$ cat config.mk
export PLATFORM = sky130hd
export DESIGN_NAME = sdcm_top
export DESIGN_NICKNAME = d
export VERILOG_FILES = /design/src/hdl/sdcm_pkg.sv /design/src/hdl/sdcm_addr_match.sv /design/src/hdl/sdcm_rst_gen.sv /design/src/hdl/sdcm_top.sv
export SDC_FILE = /design/constraint.sdc
export NUM_CORES = 1
export LEC_CHECK = 0
export ABC_CLOCK_PERIOD_IN_PS = 6700
export BUFFER_PORTS_ARGS = -buffer_cell sky130_fd_sc_hd__buf_2
export CELL_PAD_IN_SITES_DETAIL_PLACEMENT = 1
export CELL_PAD_IN_SITES_GLOBAL_PLACEMENT = 1
export CORE_ASPECT_RATIO = 1.1
export CORE_MARGIN = 2
export CORE_UTILIZATION = 46
export CTS_CLUSTER_SIZE = 10
export DETAILED_ROUTE_END_ITERATION = 10
export GPL_TIMING_DRIVEN = 0
export HOLD_SLACK_MARGIN = 0.02
export PLACE_DENSITY_LB_ADDON = 0.1
export REMOVE_ABC_BUFFERS = 1
export SETUP_SLACK_MARGIN = 0.4
export SYNTH_ARGS = -nofsm -noshare
export SYNTH_HDL_FRONTEND = slang
export SYNTH_SLANG_ARGS = --single-unit
$ cat constraint.sdc
create_clock -name aclk -period 6.7 [get_ports aclk]
set_clock_uncertainty 0.1 [all_clocks]
set_input_delay 0.335 -clock aclk [delete_from_list [all_inputs] [get_ports aclk]]
set_output_delay 0.335 -clock aclk [all_outputs]
set_load 0.005 [all_outputs]
$ cat src/hdl/sdcm_pkg.sv
// package: constants for the communication setup selector
package sdcm_pkg;
   // register byte offsets
   localparam logic [7:0] OFS_CTRL = 8'h00;
   localparam logic [7:0] OFS_STATUS = 8'h04;
   localparam logic [7:0] OFS_SETUP = 8'h08;
   localparam logic [7:0] OFS_DIR = 8'h0c;
   localparam logic [7:0] OFS_CMD = 8'h10;
   localparam logic [7:0] OFS_RESP = 8'h14;
   localparam logic [7:0] OFS_IRQ_STAT = 8'h18;
   localparam logic [7:0] OFS_IRQ_MASK = 8'h1c;
   localparam logic [7:0] OFS_ACTIVE = 8'h20;
   // setup word field positions
   localparam int SU_ADDR_LSB = 0;
   localparam int SU_BAUD_LSB = 8;
   localparam int SU_PAR_LSB = 12;
   localparam int SU_LF_BIT = 14;
   localparam int SU_ECHO_BIT = 15;
   localparam int SU_DLY_LSB = 16;
   // baud and parity codes
   localparam logic [3:0] BAUD_300 = 4'h0;
   localparam logic [1:0] PAR_NONE = 2'h0;
   // factory setup: address '1', 300 baud, no lf, no parity, no echo, delay 2
   localparam logic [7:0] FACT_ADDR = 8'h31;
   localparam logic [3:0] FACT_DLY = 4'h2;
   localparam logic [31:0] SETUP_RESET = 32'h0002_0031;
   localparam logic [14:0] DIR_RESET = 15'h0000;
   localparam int NCHAN = 15;
   // illegal address characters, and the '?' error reply prefix
   localparam logic [7:0] CH_NUL = 8'h00;
   localparam logic [7:0] CH_CR = 8'h0d;
   localparam logic [7:0] CH_DOLLAR = 8'h24;
   localparam logic [7:0] CH_HASH = 8'h23;
   localparam logic [7:0] CH_QMARK = 8'h3f;
   // command decode
   localparam logic [1:0] CMD_READ_SETUP = 2'h1;
   localparam logic [1:0] CMD_WRITE_SETUP = 2'h2;
   localparam logic [1:0] CMD_OTHER = 2'h3;
   // program reset pulse length in cycles
   localparam int RST_NS = 100;
   localparam int RST_CYC = (RST_NS + 9) / 10;
   // interrupt status bits
   localparam int IRQ_ACCEPT = 0;
   localparam int IRQ_ERROR = 1;
   localparam int IRQ_PRESET = 2;
   // address legality check
   function automatic logic addr_legal(input logic [7:0] c);
      addr_legal = (c != CH_NUL) && (c != CH_CR) && (c != CH_DOLLAR) && (c != CH_HASH);
   endfunction
endpackage

$ cat src/hdl/sdcm_addr_match.sv
// address matcher: stored address or any legal address when forced
`timescale 1ns/100ps
`default_nettype none
module sdcm_addr_match (
   // command address and mode
   input wire logic [7:0] cmd_addr,
   input wire logic [7:0] own_addr,
   input wire logic forced,
   // result
   output logic hit
);
   wire legal = sdcm_pkg::addr_legal(cmd_addr);
   // forced mode accepts any legal address
   assign hit = legal && (forced || (cmd_addr == own_addr));
endmodule
`default_nettype wire

$ cat src/hdl/sdcm_rst_gen.sv
// program reset pulse generator on override release
`timescale 1ns/100ps
`default_nettype none
module sdcm_rst_gen (
   // clock and reset
   input wire logic aclk,
   input wire logic aresetn,
   // forced mode level
   input wire logic forced,
   // program reset pulse, held RST_CYC cycles
   output logic prog_rst
);
   logic forced_q;
   logic [3:0] cnt;
   wire release_ev = forced_q && !forced;
   // start count on release of override pin
   always_ff @(posedge aclk) begin
      if (!aresetn) begin
         forced_q <= 1'b0;
         cnt <= 4'h0;
      end else begin
         forced_q <= forced;
         if (release_ev) begin
            cnt <= 4'(sdcm_pkg::RST_CYC - 1);
         end else if (cnt != 4'h0) begin
            cnt <= cnt - 4'h1;
         end
      end
   end
   // pulse already high in the release cycle, so the active setup cannot move before it
   assign prog_rst = release_ev || (cnt != 4'h0);
endmodule
`default_nettype wire

$ cat src/hdl/sdcm_top.sv
// top: communication setup selection, address match and registers
// Function
// forced mode runs 300 baud 8N1
// low override pin enters forced mode
// forced mode accepts any legal address
// override leaves stored setup unchanged
// all commands execute in forced mode
// write-setup in forced updates stored only
// release causes program reset then stored
// error reply sends own address after '?'
// read-setup returns all stored values; the setup word read omits the channel directions
// host always sends an address
// power-up applies stored channel directions
// each channel direction individually settable
// factory setup address 1, 300 baud
// transmit only in reply to command
// host ends commands with carriage return
`timescale 1ns/100ps
`default_nettype none
module sdcm_top (
   // clock and reset
   input wire logic aclk,
   input wire logic aresetn,
   // override pin, active low
   input wire logic override_n,
   // axi4-lite write address
   input wire logic [7:0] s_axi_awaddr,
   input wire logic s_axi_awvalid,
   output logic s_axi_awready,
   // axi4-lite write data
   input wire logic [31:0] s_axi_wdata,
   input wire logic [3:0] s_axi_wstrb,
   input wire logic s_axi_wvalid,
   output logic s_axi_wready,
   // axi4-lite write response
   output logic [1:0] s_axi_bresp,
   output logic s_axi_bvalid,
   input wire logic s_axi_bready,
   // axi4-lite read address
   input wire logic [7:0] s_axi_araddr,
   input wire logic s_axi_arvalid,
   output logic s_axi_arready,
   // axi4-lite read data
   output logic [31:0] s_axi_rdata,
   output logic [1:0] s_axi_rresp,
   output logic s_axi_rvalid,
   input wire logic s_axi_rready,
   // active serial configuration
   output logic [3:0] act_baud,
   output logic [1:0] act_parity,
   // channel directions, 1 = output
   output logic [14:0] chan_dir,
   // interrupt
   output logic irq
);
   ////////////////////////////////////////////////////////////////
   // state
   logic [31:0] setup;
   logic [14:0] dir;
   logic [2:0] irq_stat;
   logic [2:0] irq_mask;
   logic [15:0] resp;
   logic resp_valid;
   logic [31:0] rdata_q;
   logic [1:0] rresp_q;
   logic aw_got, w_got, bvalid_q, rvalid_q;
   logic [7:0] aw_q;
   logic [31:0] w_q;
   logic [3:0] ws_q;
   logic forced;
   logic hit;
   logic prog_rst;
   logic dir_loaded;

   ////////////////////////////////////////////////////////////////
   // mode selection
   // low pin forces known setup
   always_ff @(posedge aclk) begin
      if (!aresetn) begin
         forced <= 1'b0;
      end else begin
         forced <= !override_n;
      end
   end

   // active config: forced 300 8N1, else stored (held during program reset)
   always_ff @(posedge aclk) begin
      if (!aresetn) begin
         act_baud <= sdcm_pkg::BAUD_300;
         act_parity <= sdcm_pkg::PAR_NONE;
      end else if (forced) begin
         act_baud <= sdcm_pkg::BAUD_300;
         act_parity <= sdcm_pkg::PAR_NONE;
      end else if (!prog_rst) begin
         act_baud <= setup[sdcm_pkg::SU_BAUD_LSB +: 4];
         act_parity <= setup[sdcm_pkg::SU_PAR_LSB +: 2];
      end
   end

   sdcm_rst_gen u_rst (
      .aclk(aclk),
      .aresetn(aresetn),
      .forced(forced),
      .prog_rst(prog_rst)
   );

   ////////////////////////////////////////////////////////////////
   // axi4-lite write path
   wire aw_hs = s_axi_awvalid && s_axi_awready;
   wire w_hs = s_axi_wvalid && s_axi_wready;
   assign s_axi_awready = !aw_got && !bvalid_q;
   assign s_axi_wready = !w_got && !bvalid_q;
   wire [7:0] wa = aw_hs ? s_axi_awaddr : aw_q;
   wire [31:0] wd = w_hs ? s_axi_wdata : w_q;
   wire [3:0] wsb = w_hs ? s_axi_wstrb : ws_q;
   wire wr_go = (aw_got || aw_hs) && (w_got || w_hs);
   wire wr_known = (wa == sdcm_pkg::OFS_CTRL) || (wa == sdcm_pkg::OFS_DIR) ||
      (wa == sdcm_pkg::OFS_CMD) || (wa == sdcm_pkg::OFS_IRQ_STAT) ||
      (wa == sdcm_pkg::OFS_IRQ_MASK);
   wire [31:0] wmask = {{8{wsb[3]}}, {8{wsb[2]}}, {8{wsb[1]}}, {8{wsb[0]}}};

   // command register: [7:0] address char, [9:8] command kind
   wire cmd_wr = wr_go && (wa == sdcm_pkg::OFS_CMD);
   wire [7:0] cmd_addr = wd[7:0];
   wire [1:0] cmd_kind = wd[9:8];
   wire [31:0] cmd_setup = setup & ~wmask | {8'h00, wd[31:10], 2'b00} & wmask;

   sdcm_addr_match u_match (
      .cmd_addr(cmd_addr),
      .own_addr(setup[sdcm_pkg::SU_ADDR_LSB +: 8]),
      .forced(forced),
      .hit(hit)
   );

   // unmatched or invalid command kind: error if address matched
   wire cmd_ok = cmd_wr && hit && (cmd_kind != 2'h0);
   wire cmd_err = cmd_wr && hit && (cmd_kind == 2'h0);

   // handshake capture
   always_ff @(posedge aclk) begin
      if (!aresetn) begin
         aw_got <= 1'b0;
         w_got <= 1'b0;
         bvalid_q <= 1'b0;
         aw_q <= 8'h00;
         w_q <= 32'h0000_0000;
         ws_q <= 4'h0;
      end else begin
         if (aw_hs) begin
            aw_q <= s_axi_awaddr;
         end
         if (w_hs) begin
            w_q <= s_axi_wdata;
            ws_q <= s_axi_wstrb;
         end
         if (wr_go) begin
            aw_got <= 1'b0;
            w_got <= 1'b0;
            bvalid_q <= 1'b1;
         end else begin
            aw_got <= aw_got || aw_hs;
            w_got <= w_got || w_hs;
            if (s_axi_bready) begin
               bvalid_q <= 1'b0;
            end
         end
      end
   end
   logic bresp_q;
   always_ff @(posedge aclk) begin
      if (!aresetn) begin
         bresp_q <= 1'b0;
      end else if (wr_go) begin
         bresp_q <= !wr_known;
      end
   end
   assign s_axi_bvalid = bvalid_q;
   assign s_axi_bresp = bresp_q ? 2'b10 : 2'b00;

   ////////////////////////////////////////////////////////////////
   // stored setup and directions
   // setup changes only by write-setup command, never by the pin
   always_ff @(posedge aclk) begin
      if (!aresetn) begin
         setup <= sdcm_pkg::SETUP_RESET;
         dir <= sdcm_pkg::DIR_RESET;
      end else begin
         if (cmd_ok && cmd_kind == sdcm_pkg::CMD_WRITE_SETUP) begin
            setup <= cmd_setup;
         end
         if (wr_go && wa == sdcm_pkg::OFS_DIR) begin
            dir <= (dir & ~wmask[14:0]) | (wd[14:0] & wmask[14:0]);
         end
      end
   end

   // stored directions drive channels once out of reset
   always_ff @(posedge aclk) begin
      if (!aresetn) begin
         dir_loaded <= 1'b0;
         chan_dir <= 15'h0000;
      end else begin
         dir_loaded <= 1'b1;
         if (dir_loaded) begin
            chan_dir <= dir;
         end
      end
   end

   // read address taken this cycle
   wire rd_go = s_axi_arvalid && s_axi_arready;

   ////////////////////////////////////////////////////////////////
   // responses: only in reply to an addressed command
   always_ff @(posedge aclk) begin
      if (!aresetn) begin
         resp <= 16'h0000;
         resp_valid <= 1'b0;
      end else if (cmd_err) begin
         resp <= {sdcm_pkg::CH_QMARK, setup[sdcm_pkg::SU_ADDR_LSB +: 8]};
         resp_valid <= 1'b1;
      end else if (cmd_ok) begin
         resp <= {8'h2a, 8'h00};
         resp_valid <= 1'b1;
      end else if (rd_go && s_axi_araddr == sdcm_pkg::OFS_RESP) begin
         resp_valid <= 1'b0;
      end
   end

   ////////////////////////////////////////////////////////////////
   // interrupts: sticky, write one to clear, set wins
   wire [2:0] irq_set = {prog_rst, cmd_err, cmd_ok};
   wire [2:0] irq_clr = (wr_go && wa == sdcm_pkg::OFS_IRQ_STAT) ? (wd[2:0] & wmask[2:0]) : 3'h0;
   always_ff @(posedge aclk) begin
      if (!aresetn) begin
         irq_stat <= 3'h0;
         irq_mask <= 3'h0;
      end else begin
         irq_stat <= (irq_stat & ~irq_clr) | irq_set;
         if (wr_go && wa == sdcm_pkg::OFS_IRQ_MASK) begin
            irq_mask <= wd[2:0];
         end
      end
   end
   assign irq = |(irq_stat & irq_mask);

   ////////////////////////////////////////////////////////////////
   // axi4-lite read path
   assign s_axi_arready = !rvalid_q;
   wire [31:0] status_word = {28'h0, prog_rst, resp_valid, 1'b0, forced};
   wire [31:0] active_word = {26'h0, act_parity, act_baud};
   wire rd_known = (s_axi_araddr <= sdcm_pkg::OFS_ACTIVE) && (s_axi_araddr[1:0] == 2'b00);
   // read mux; setup word returns every stored setup field, not the channel directions
   wire [31:0] rd_mux =
      (s_axi_araddr == sdcm_pkg::OFS_CTRL) ? 32'h0000_0000 :
      (s_axi_araddr == sdcm_pkg::OFS_STATUS) ? status_word :
      (s_axi_araddr == sdcm_pkg::OFS_SETUP) ? setup :
      (s_axi_araddr == sdcm_pkg::OFS_DIR) ? {17'h0, dir} :
      (s_axi_araddr == sdcm_pkg::OFS_RESP) ? {16'h0, resp} :
      (s_axi_araddr == sdcm_pkg::OFS_IRQ_STAT) ? {29'h0, irq_stat} :
      (s_axi_araddr == sdcm_pkg::OFS_IRQ_MASK) ? {29'h0, irq_mask} :
      (s_axi_araddr == sdcm_pkg::OFS_ACTIVE) ? active_word : 32'h0000_0000;
   always_ff @(posedge aclk) begin
      if (!aresetn) begin
         rvalid_q <= 1'b0;
         rdata_q <= 32'h0000_0000;
         rresp_q <= 2'b00;
      end else if (rd_go) begin
         rvalid_q <= 1'b1;
         rdata_q <= rd_mux;
         rresp_q <= rd_known ? 2'b00 : 2'b10;
      end else if (s_axi_rready) begin
         rvalid_q <= 1'b0;
      end
   end
   assign s_axi_rvalid = rvalid_q;
   assign s_axi_rdata = rdata_q;
   assign s_axi_rresp = rresp_q;

   ////////////////////////////////////////////////////////////////
   // assertions
   property p_forced_cfg;
      @(posedge aclk) disable iff (!aresetn)
      forced |=> (act_baud == sdcm_pkg::BAUD_300) && (act_parity == sdcm_pkg::PAR_NONE);
   endproperty
   a_forced_cfg: assert property (p_forced_cfg) else $error("forced config not 300 8N1");
   property p_pin;
      @(posedge aclk) disable iff (!aresetn)
      !override_n ##1 !override_n |-> forced;
   endproperty
   a_pin: assert property (p_pin) else $error("pin low but not forced");
   property p_any_addr;
      @(posedge aclk) disable iff (!aresetn)
      (forced && cmd_wr && sdcm_pkg::addr_legal(cmd_addr)) |-> hit;
   endproperty
   a_any_addr: assert property (p_any_addr) else $error("legal address refused in forced");
   property p_illegal;
      @(posedge aclk) disable iff (!aresetn)
      (cmd_wr && !sdcm_pkg::addr_legal(cmd_addr)) |=> !resp_valid || $stable(resp);
   endproperty
   a_illegal: assert property (p_illegal) else $error("illegal address answered");
   property p_setup_keep;
      @(posedge aclk) disable iff (!aresetn)
      !(cmd_ok && cmd_kind == sdcm_pkg::CMD_WRITE_SETUP) |=> $stable(setup);
   endproperty
   a_setup_keep: assert property (p_setup_keep) else $error("setup changed without command");
   property p_release;
      @(posedge aclk) disable iff (!aresetn)
      $fell(forced) |-> ##[1:2] prog_rst;
   endproperty
   a_release: assert property (p_release) else $error("no program reset on release");
   property p_err_addr;
      @(posedge aclk) disable iff (!aresetn)
      cmd_err |=> resp == {sdcm_pkg::CH_QMARK, $past(setup[7:0])};
   endproperty
   a_err_addr: assert property (p_err_addr) else $error("error reply lacks address");
   property p_no_unsolicited;
      @(posedge aclk) disable iff (!aresetn)
      $rose(resp_valid) |-> $past(cmd_ok || cmd_err);
   endproperty
   a_no_unsolicited: assert property (p_no_unsolicited) else $error("unsolicited reply");
   property p_dir;
      @(posedge aclk) disable iff (!aresetn)
      dir_loaded ##1 dir_loaded |-> chan_dir == $past(dir);
   endproperty
   a_dir: assert property (p_dir) else $error("directions not applied");
   // active config frozen while the program reset runs
   property p_rst_hold;
      @(posedge aclk) disable iff (!aresetn)
      prog_rst |=> $stable(act_baud) && $stable(act_parity);
   endproperty
   a_rst_hold: assert property (p_rst_hold) else $error("active config moved during program reset");
   // stored baud rate active outside forced mode and program reset
   property p_act_stored;
      @(posedge aclk) disable iff (!aresetn)
      !forced && !prog_rst |=> act_baud == $past(setup[sdcm_pkg::SU_BAUD_LSB +: 4]);
   endproperty
   a_act_stored: assert property (p_act_stored) else $error("stored baud rate not active");
   c_forced_setup: cover property (@(posedge aclk) disable iff (!aresetn)
      forced && cmd_ok && cmd_kind == sdcm_pkg::CMD_WRITE_SETUP);
   c_forced_cmd: cover property (@(posedge aclk) disable iff (!aresetn) forced && cmd_ok);
   c_error: cover property (@(posedge aclk) disable iff (!aresetn) cmd_err);
   c_release: cover property (@(posedge aclk) disable iff (!aresetn) $fell(forced) ##[1:3] prog_rst);
endmodule
`default_nettype wire

==> After elaboration in Yosys (flattened, before gate mapping) <==
Cells that the tools add are included.
{ "totals": {"regBits": 179, "in_bits": 60} }
{ "classes": {"n_addsub": 1, "magnitude_cmp": 1, "n_eq_ne": 16, "mux": 26, "bitwise_logic": 14, "n_reduce_logical": 52} }
{ "op_table": {"columns": ["op", "n"], "rows": [
  ["$mux W32", 4],
  ["$eq A8 B5 Y1 const B", 6],
  ["$mux W14", 3],
  ["$and A24 B32 Y32", 1],
  ["$and A32 B32 Y32", 1],
  ["$not A32 Y32", 1],
  ["$or A32 B32 Y32", 1],
  ["$and A15 B15 Y15", 2],
  ["$eq A8 B4 Y1 const B", 3],
  ["$logic_and A1 B1 Y1", 21],
  ["$mux W6", 3],
  ["$logic_not A8 Y1", 2],
  ["$ne A8 B6 Y1 const B", 2],
  ["$mux W15", 1],
  ["$not A15 Y15", 1],
  ["$or A15 B15 Y15", 1],
  ["$mux W4", 3],
  ["$reduce_bool A2 Y1", 5],
  ["$and A3 B3 Y3", 3],
  ["$eq A8 B3 Y1 const B", 1],
  ["$eq A8 B6 Y1 const B", 1],
  ["$eq A8 B8 Y1", 1],
  ["$le A8 B6 Y1 const B", 1],
  ["$logic_or A1 B1 Y1", 8],
  ["other kinds (17)", 34]
]} }

==> Depth between registers and ports, before layout <==
{ "logic_depth": {"depth_word": 13, "depth_mapped": 9} }

==> Modules after synthesis <==
A second synthesis with hierarchy kept.
{ "hier_totals": {"hier_cells": 790, "area_unflattened_um2": 7238.2} }
{ "by_module_without_submodules": {"columns": ["module", "instances", "cells_each", "area_each_um2", "seq_area_each_um2"], "rows": [
  ["sdcm_top", 1, 748, 6841.6, 3383.2],
  ["sdcm_rst_gen", 1, 24, 241.5, 100.1],
  ["sdcm_addr_match", 1, 18, 155.1, 0.0]
]} }

==> Worst setup path before layout <==
No wires, ideal clock.
{ "synth_timing": {"path_kind": "register -> register", "from": "register bvalid_q (netlist: s_axi_bvalid)", "to": "register with a tool-made name", "setup_time_ps": 121, "arrival_ps": 2551, "required_ps": 6479, "setup_slack_ps": 3927, "stages_incl_launch_ff": 8, "cell_sequence": "dfxtp_1 nor3b_4 mux2i_1 nor2_1 nor4_4 a41oi_4 nor4_4 mux2_4"} }
{ "synth_lines": {"columns": ["item", "line_no", "rtl"], "rows": [
  ["start, declared", "sdcm_top.sv:66", "logic aw_got, w_got, bvalid_q, rvalid_q;"],
  ["start signal, assigned", "sdcm_top.sv:144", "bvalid_q <= 1'b0;"],
  ["start signal, assigned", "sdcm_top.sv:159", "bvalid_q <= 1'b1;"],
  ["start signal, assigned", "sdcm_top.sv:164", "bvalid_q <= 1'b0;"]
]} }

==> impl_results.md <==
- Most frequent cells in the layout: dfxtp_1 (174), buf_2 (120), nor2_1 (110)
- Core area: ~0.015 mm²
- Number of core rows: 47
- Clock Root Buffer: clkbuf_16
- Post-DP HPWL: roughly 14000 µm
- Yosys warning count: 0
- CP max FO: 20
- Least-Margin Pin Slew: 1.269 ns
- R2r setup slk: 2.78 ns
- Die Y: 134.9 µm
- Type of origin of the critical path: register
- Post-synth EDFFs: 0
- Slew headroom: about 15%
- Main synth FF type: dfxtp_1
- Maxcap violations: 0
- Post-synthesis average cell area: 9.471 µm²
- Yosys cell types: 60
- Ant diodes: 0
- Maximum VDD drop: 184.3 µV
- Syn Std Cell Area: 0.007169 mm²
- Power Density: 276.2 mW/mm²
- Starting density of the core: a little under half
- TritonCTS Sinks: approximately 170
- Total CTS buffers: 17
- CP arrival: ~4.1 ns
- CTS tree: yes
- Register area share after synthesis: 48.59%
- Post-route core utilization: between 50% and 60%
- Final Setup Violations: 0
- Setup TNS: 0 ns
- Hold Path Class: input port to register
- Largest net degree at the start of global routing: roughly 110
- Largest family of logic cells by synthesized area: simple AND/OR/NAND/NOR gates
- Vias: just under 6000
- Via-to-Cell Ratio: 5.560
- First-pass GRT wire length: around 32000 µm
- Final Net Count: roughly 930
- Post-cts sizing count: 0
- Fmax: 254.9 MHz
- Routed WL: just over 20000 µm
- Die footprint: 0.01660 mm²
- Htree depth: 4
- Kind of critical path: register to register
- Die span in x: between 100 and 150 µm
- Routed wire per std cell: 18.78 µm
- Post-Synth Simple-Gate Area: between 20% and 30%
- Adder-Cell Fraction of Synth Area: less than 1%
- Vias in the first global route: around 6300
- Area contributors post-synth: dfxtp_1 (49%), mux2i_1 (10%), nor2_1 (5.8%)
- Worst-Skew Late Latency: around 0.43 ns
- Cells after Synth: approximately 760
- Synth top area share: between 40% and 50%
- RSZ-0062 raised after global routing: false
- DR iter-0 viols: 352
- Status: completed
- DRC viols: 0
- Initial DRT Pass Iterations: 4
- Layout cell share with drive strength beyond 1: a little under a quarter
- Post-synthesis xor/xnor area fraction: 0.6108%
- Synth Area in Compound Gates: about an eighth
- Final Max Slew Viols: 0
- #FFs+latches synth: about 170
- Max clock buf depth: 2
- Share of flip-flops with an asynchronous set or reset: 0%
- Layout area overhead: 18.95%
- GPL Wtd Cong: approximately 0.84
- Critical path required time: between 6 and 7 ns
- Pleak: 3.588 nW
- Final Cycle Share: between 50% and 60%
- IO Count: between 100 and 150
- Area leader, netlist: dfxtp_1
- Commonest non-fill, non-tap cell in the layout: dfxtp_1
- Tmin final: around 4 ns
- Clock Pin Slew Worst Setup and Hold Paths: roughly 0.06 ns
- PortBufs: 120
- ANT nets after route: 0
- All-Layer GR Usage: between 20% and 30%
- Grt total ovfl: 0
- Multiplexer share of the synthesized area: 14.57%
- Setup bufs post-CTS: 0
- Final hold violations: 0
- Antenna violations before repair: 0
- Crit end category: register
==> synth_stat cells (3+ instances only) <==
cell type  instances
nor4_4             4
nand3_1            6
nand2_1           68
nand4_1            5
o21ai_0           15
xnor2_1            4
dfxtp_1          174
buf_4              4
a31oi_1           11
or3_1              4
nor3_1            14
inv_1             16
nand2b_1           9
mux2i_1           74
nor3b_1            5
a221oi_1           7
buf_2              5
a22oi_1           26
a211oi_1           8
a21oi_1           35
mux2_4             3
nor2b_1           10
clkbuf_1          32
nor2_1           110
and2_1            26
nor4_1             3
or2_2             13
o21a_1             4
a222oi_1           3
mux2_2            21
==> report_power, final <==
group	leakage, nW	switching (W)	internal [W]
Combinational	1.90	0.000181	0.000120
Sequential	1.41	0.0000304	0.00108
Clock	0.275	0.000404	0.000543
Total	3.59	0.000615	0.00174
==> per-stage QoR <==
step                total power, W  worst slack, ns  area (µm²)  instances  hold slack [ns]
detailed placement        0.001429            2.792        7944       1038           0.3490
CTS                       0.002372            2.779        8528       1072          0.04981
floorplan                 0.001318            2.135        6987        716           0.2627
finish                    0.002356            2.777        8528       1072          0.06305
global route              0.002453            2.620        8528       1072          0.06372
global placement          0.001402           0.2945        7833       1032           0.3370
==> logic make-up after synthesis <==
family | after synthesis
and+or+nand+nor | 290
DFF | 174
AOI/OAI and AO/OA | 127
muxes | 99
buffers and inverters | 59
xor gates and xnor gates | 5
adders and majority gates | 2
other | 1
==> repair_timing <==
action | CTS | global route
hold endpoints to repair | 2 | 0
hold buffers | 2 | 0
endpoints found under the setup margin | 0 | 0
==> routing by layer <==
layer | global-route usage [%] | share of wire (%) | wire, µm
met5 | 0 | 0 | 0
met4 | 8.965 | 2.1 | 415
met3 | 6.672 | 5.5 | 1113
met2 | 44.26 | 52 | 10410
met1 | 28.99 | 41 | 8191
==> area by class of cell <==
cell class | count | area (µm²)
timing repair buffer | 128 | 699.4
multi-input combinational | 525 | 3467
inverter | 17 | 68.82
fill | 1774 | 6644
tap | 196 | 245.2
clock inverter | 8 | 82.58
clock buffer | 24 | 481.7
sequential | 174 | 3483
==> worst max-delay path, stage by stage (launching register included) <==
cell     delay [ns]
dfxtp_1        0.40
nor3b_4        0.89
mux2i_1        0.74
xnor2_1        0.24
a41oi_4        0.26
nor4_4         0.74
mux2_2         0.42
==> path summary, 6_finish.rpt <==
check                  start             end  cells past startpoint
min reg2reg   s_axi_rdata[1]  s_axi_rdata[1]                      2
max reg2reg     s_axi_bvalid        register                      6
min          s_axi_awaddr[0]         aw_q[0]                      3
max             s_axi_bvalid        register                      6
Power figures use the tool's default switching activity.
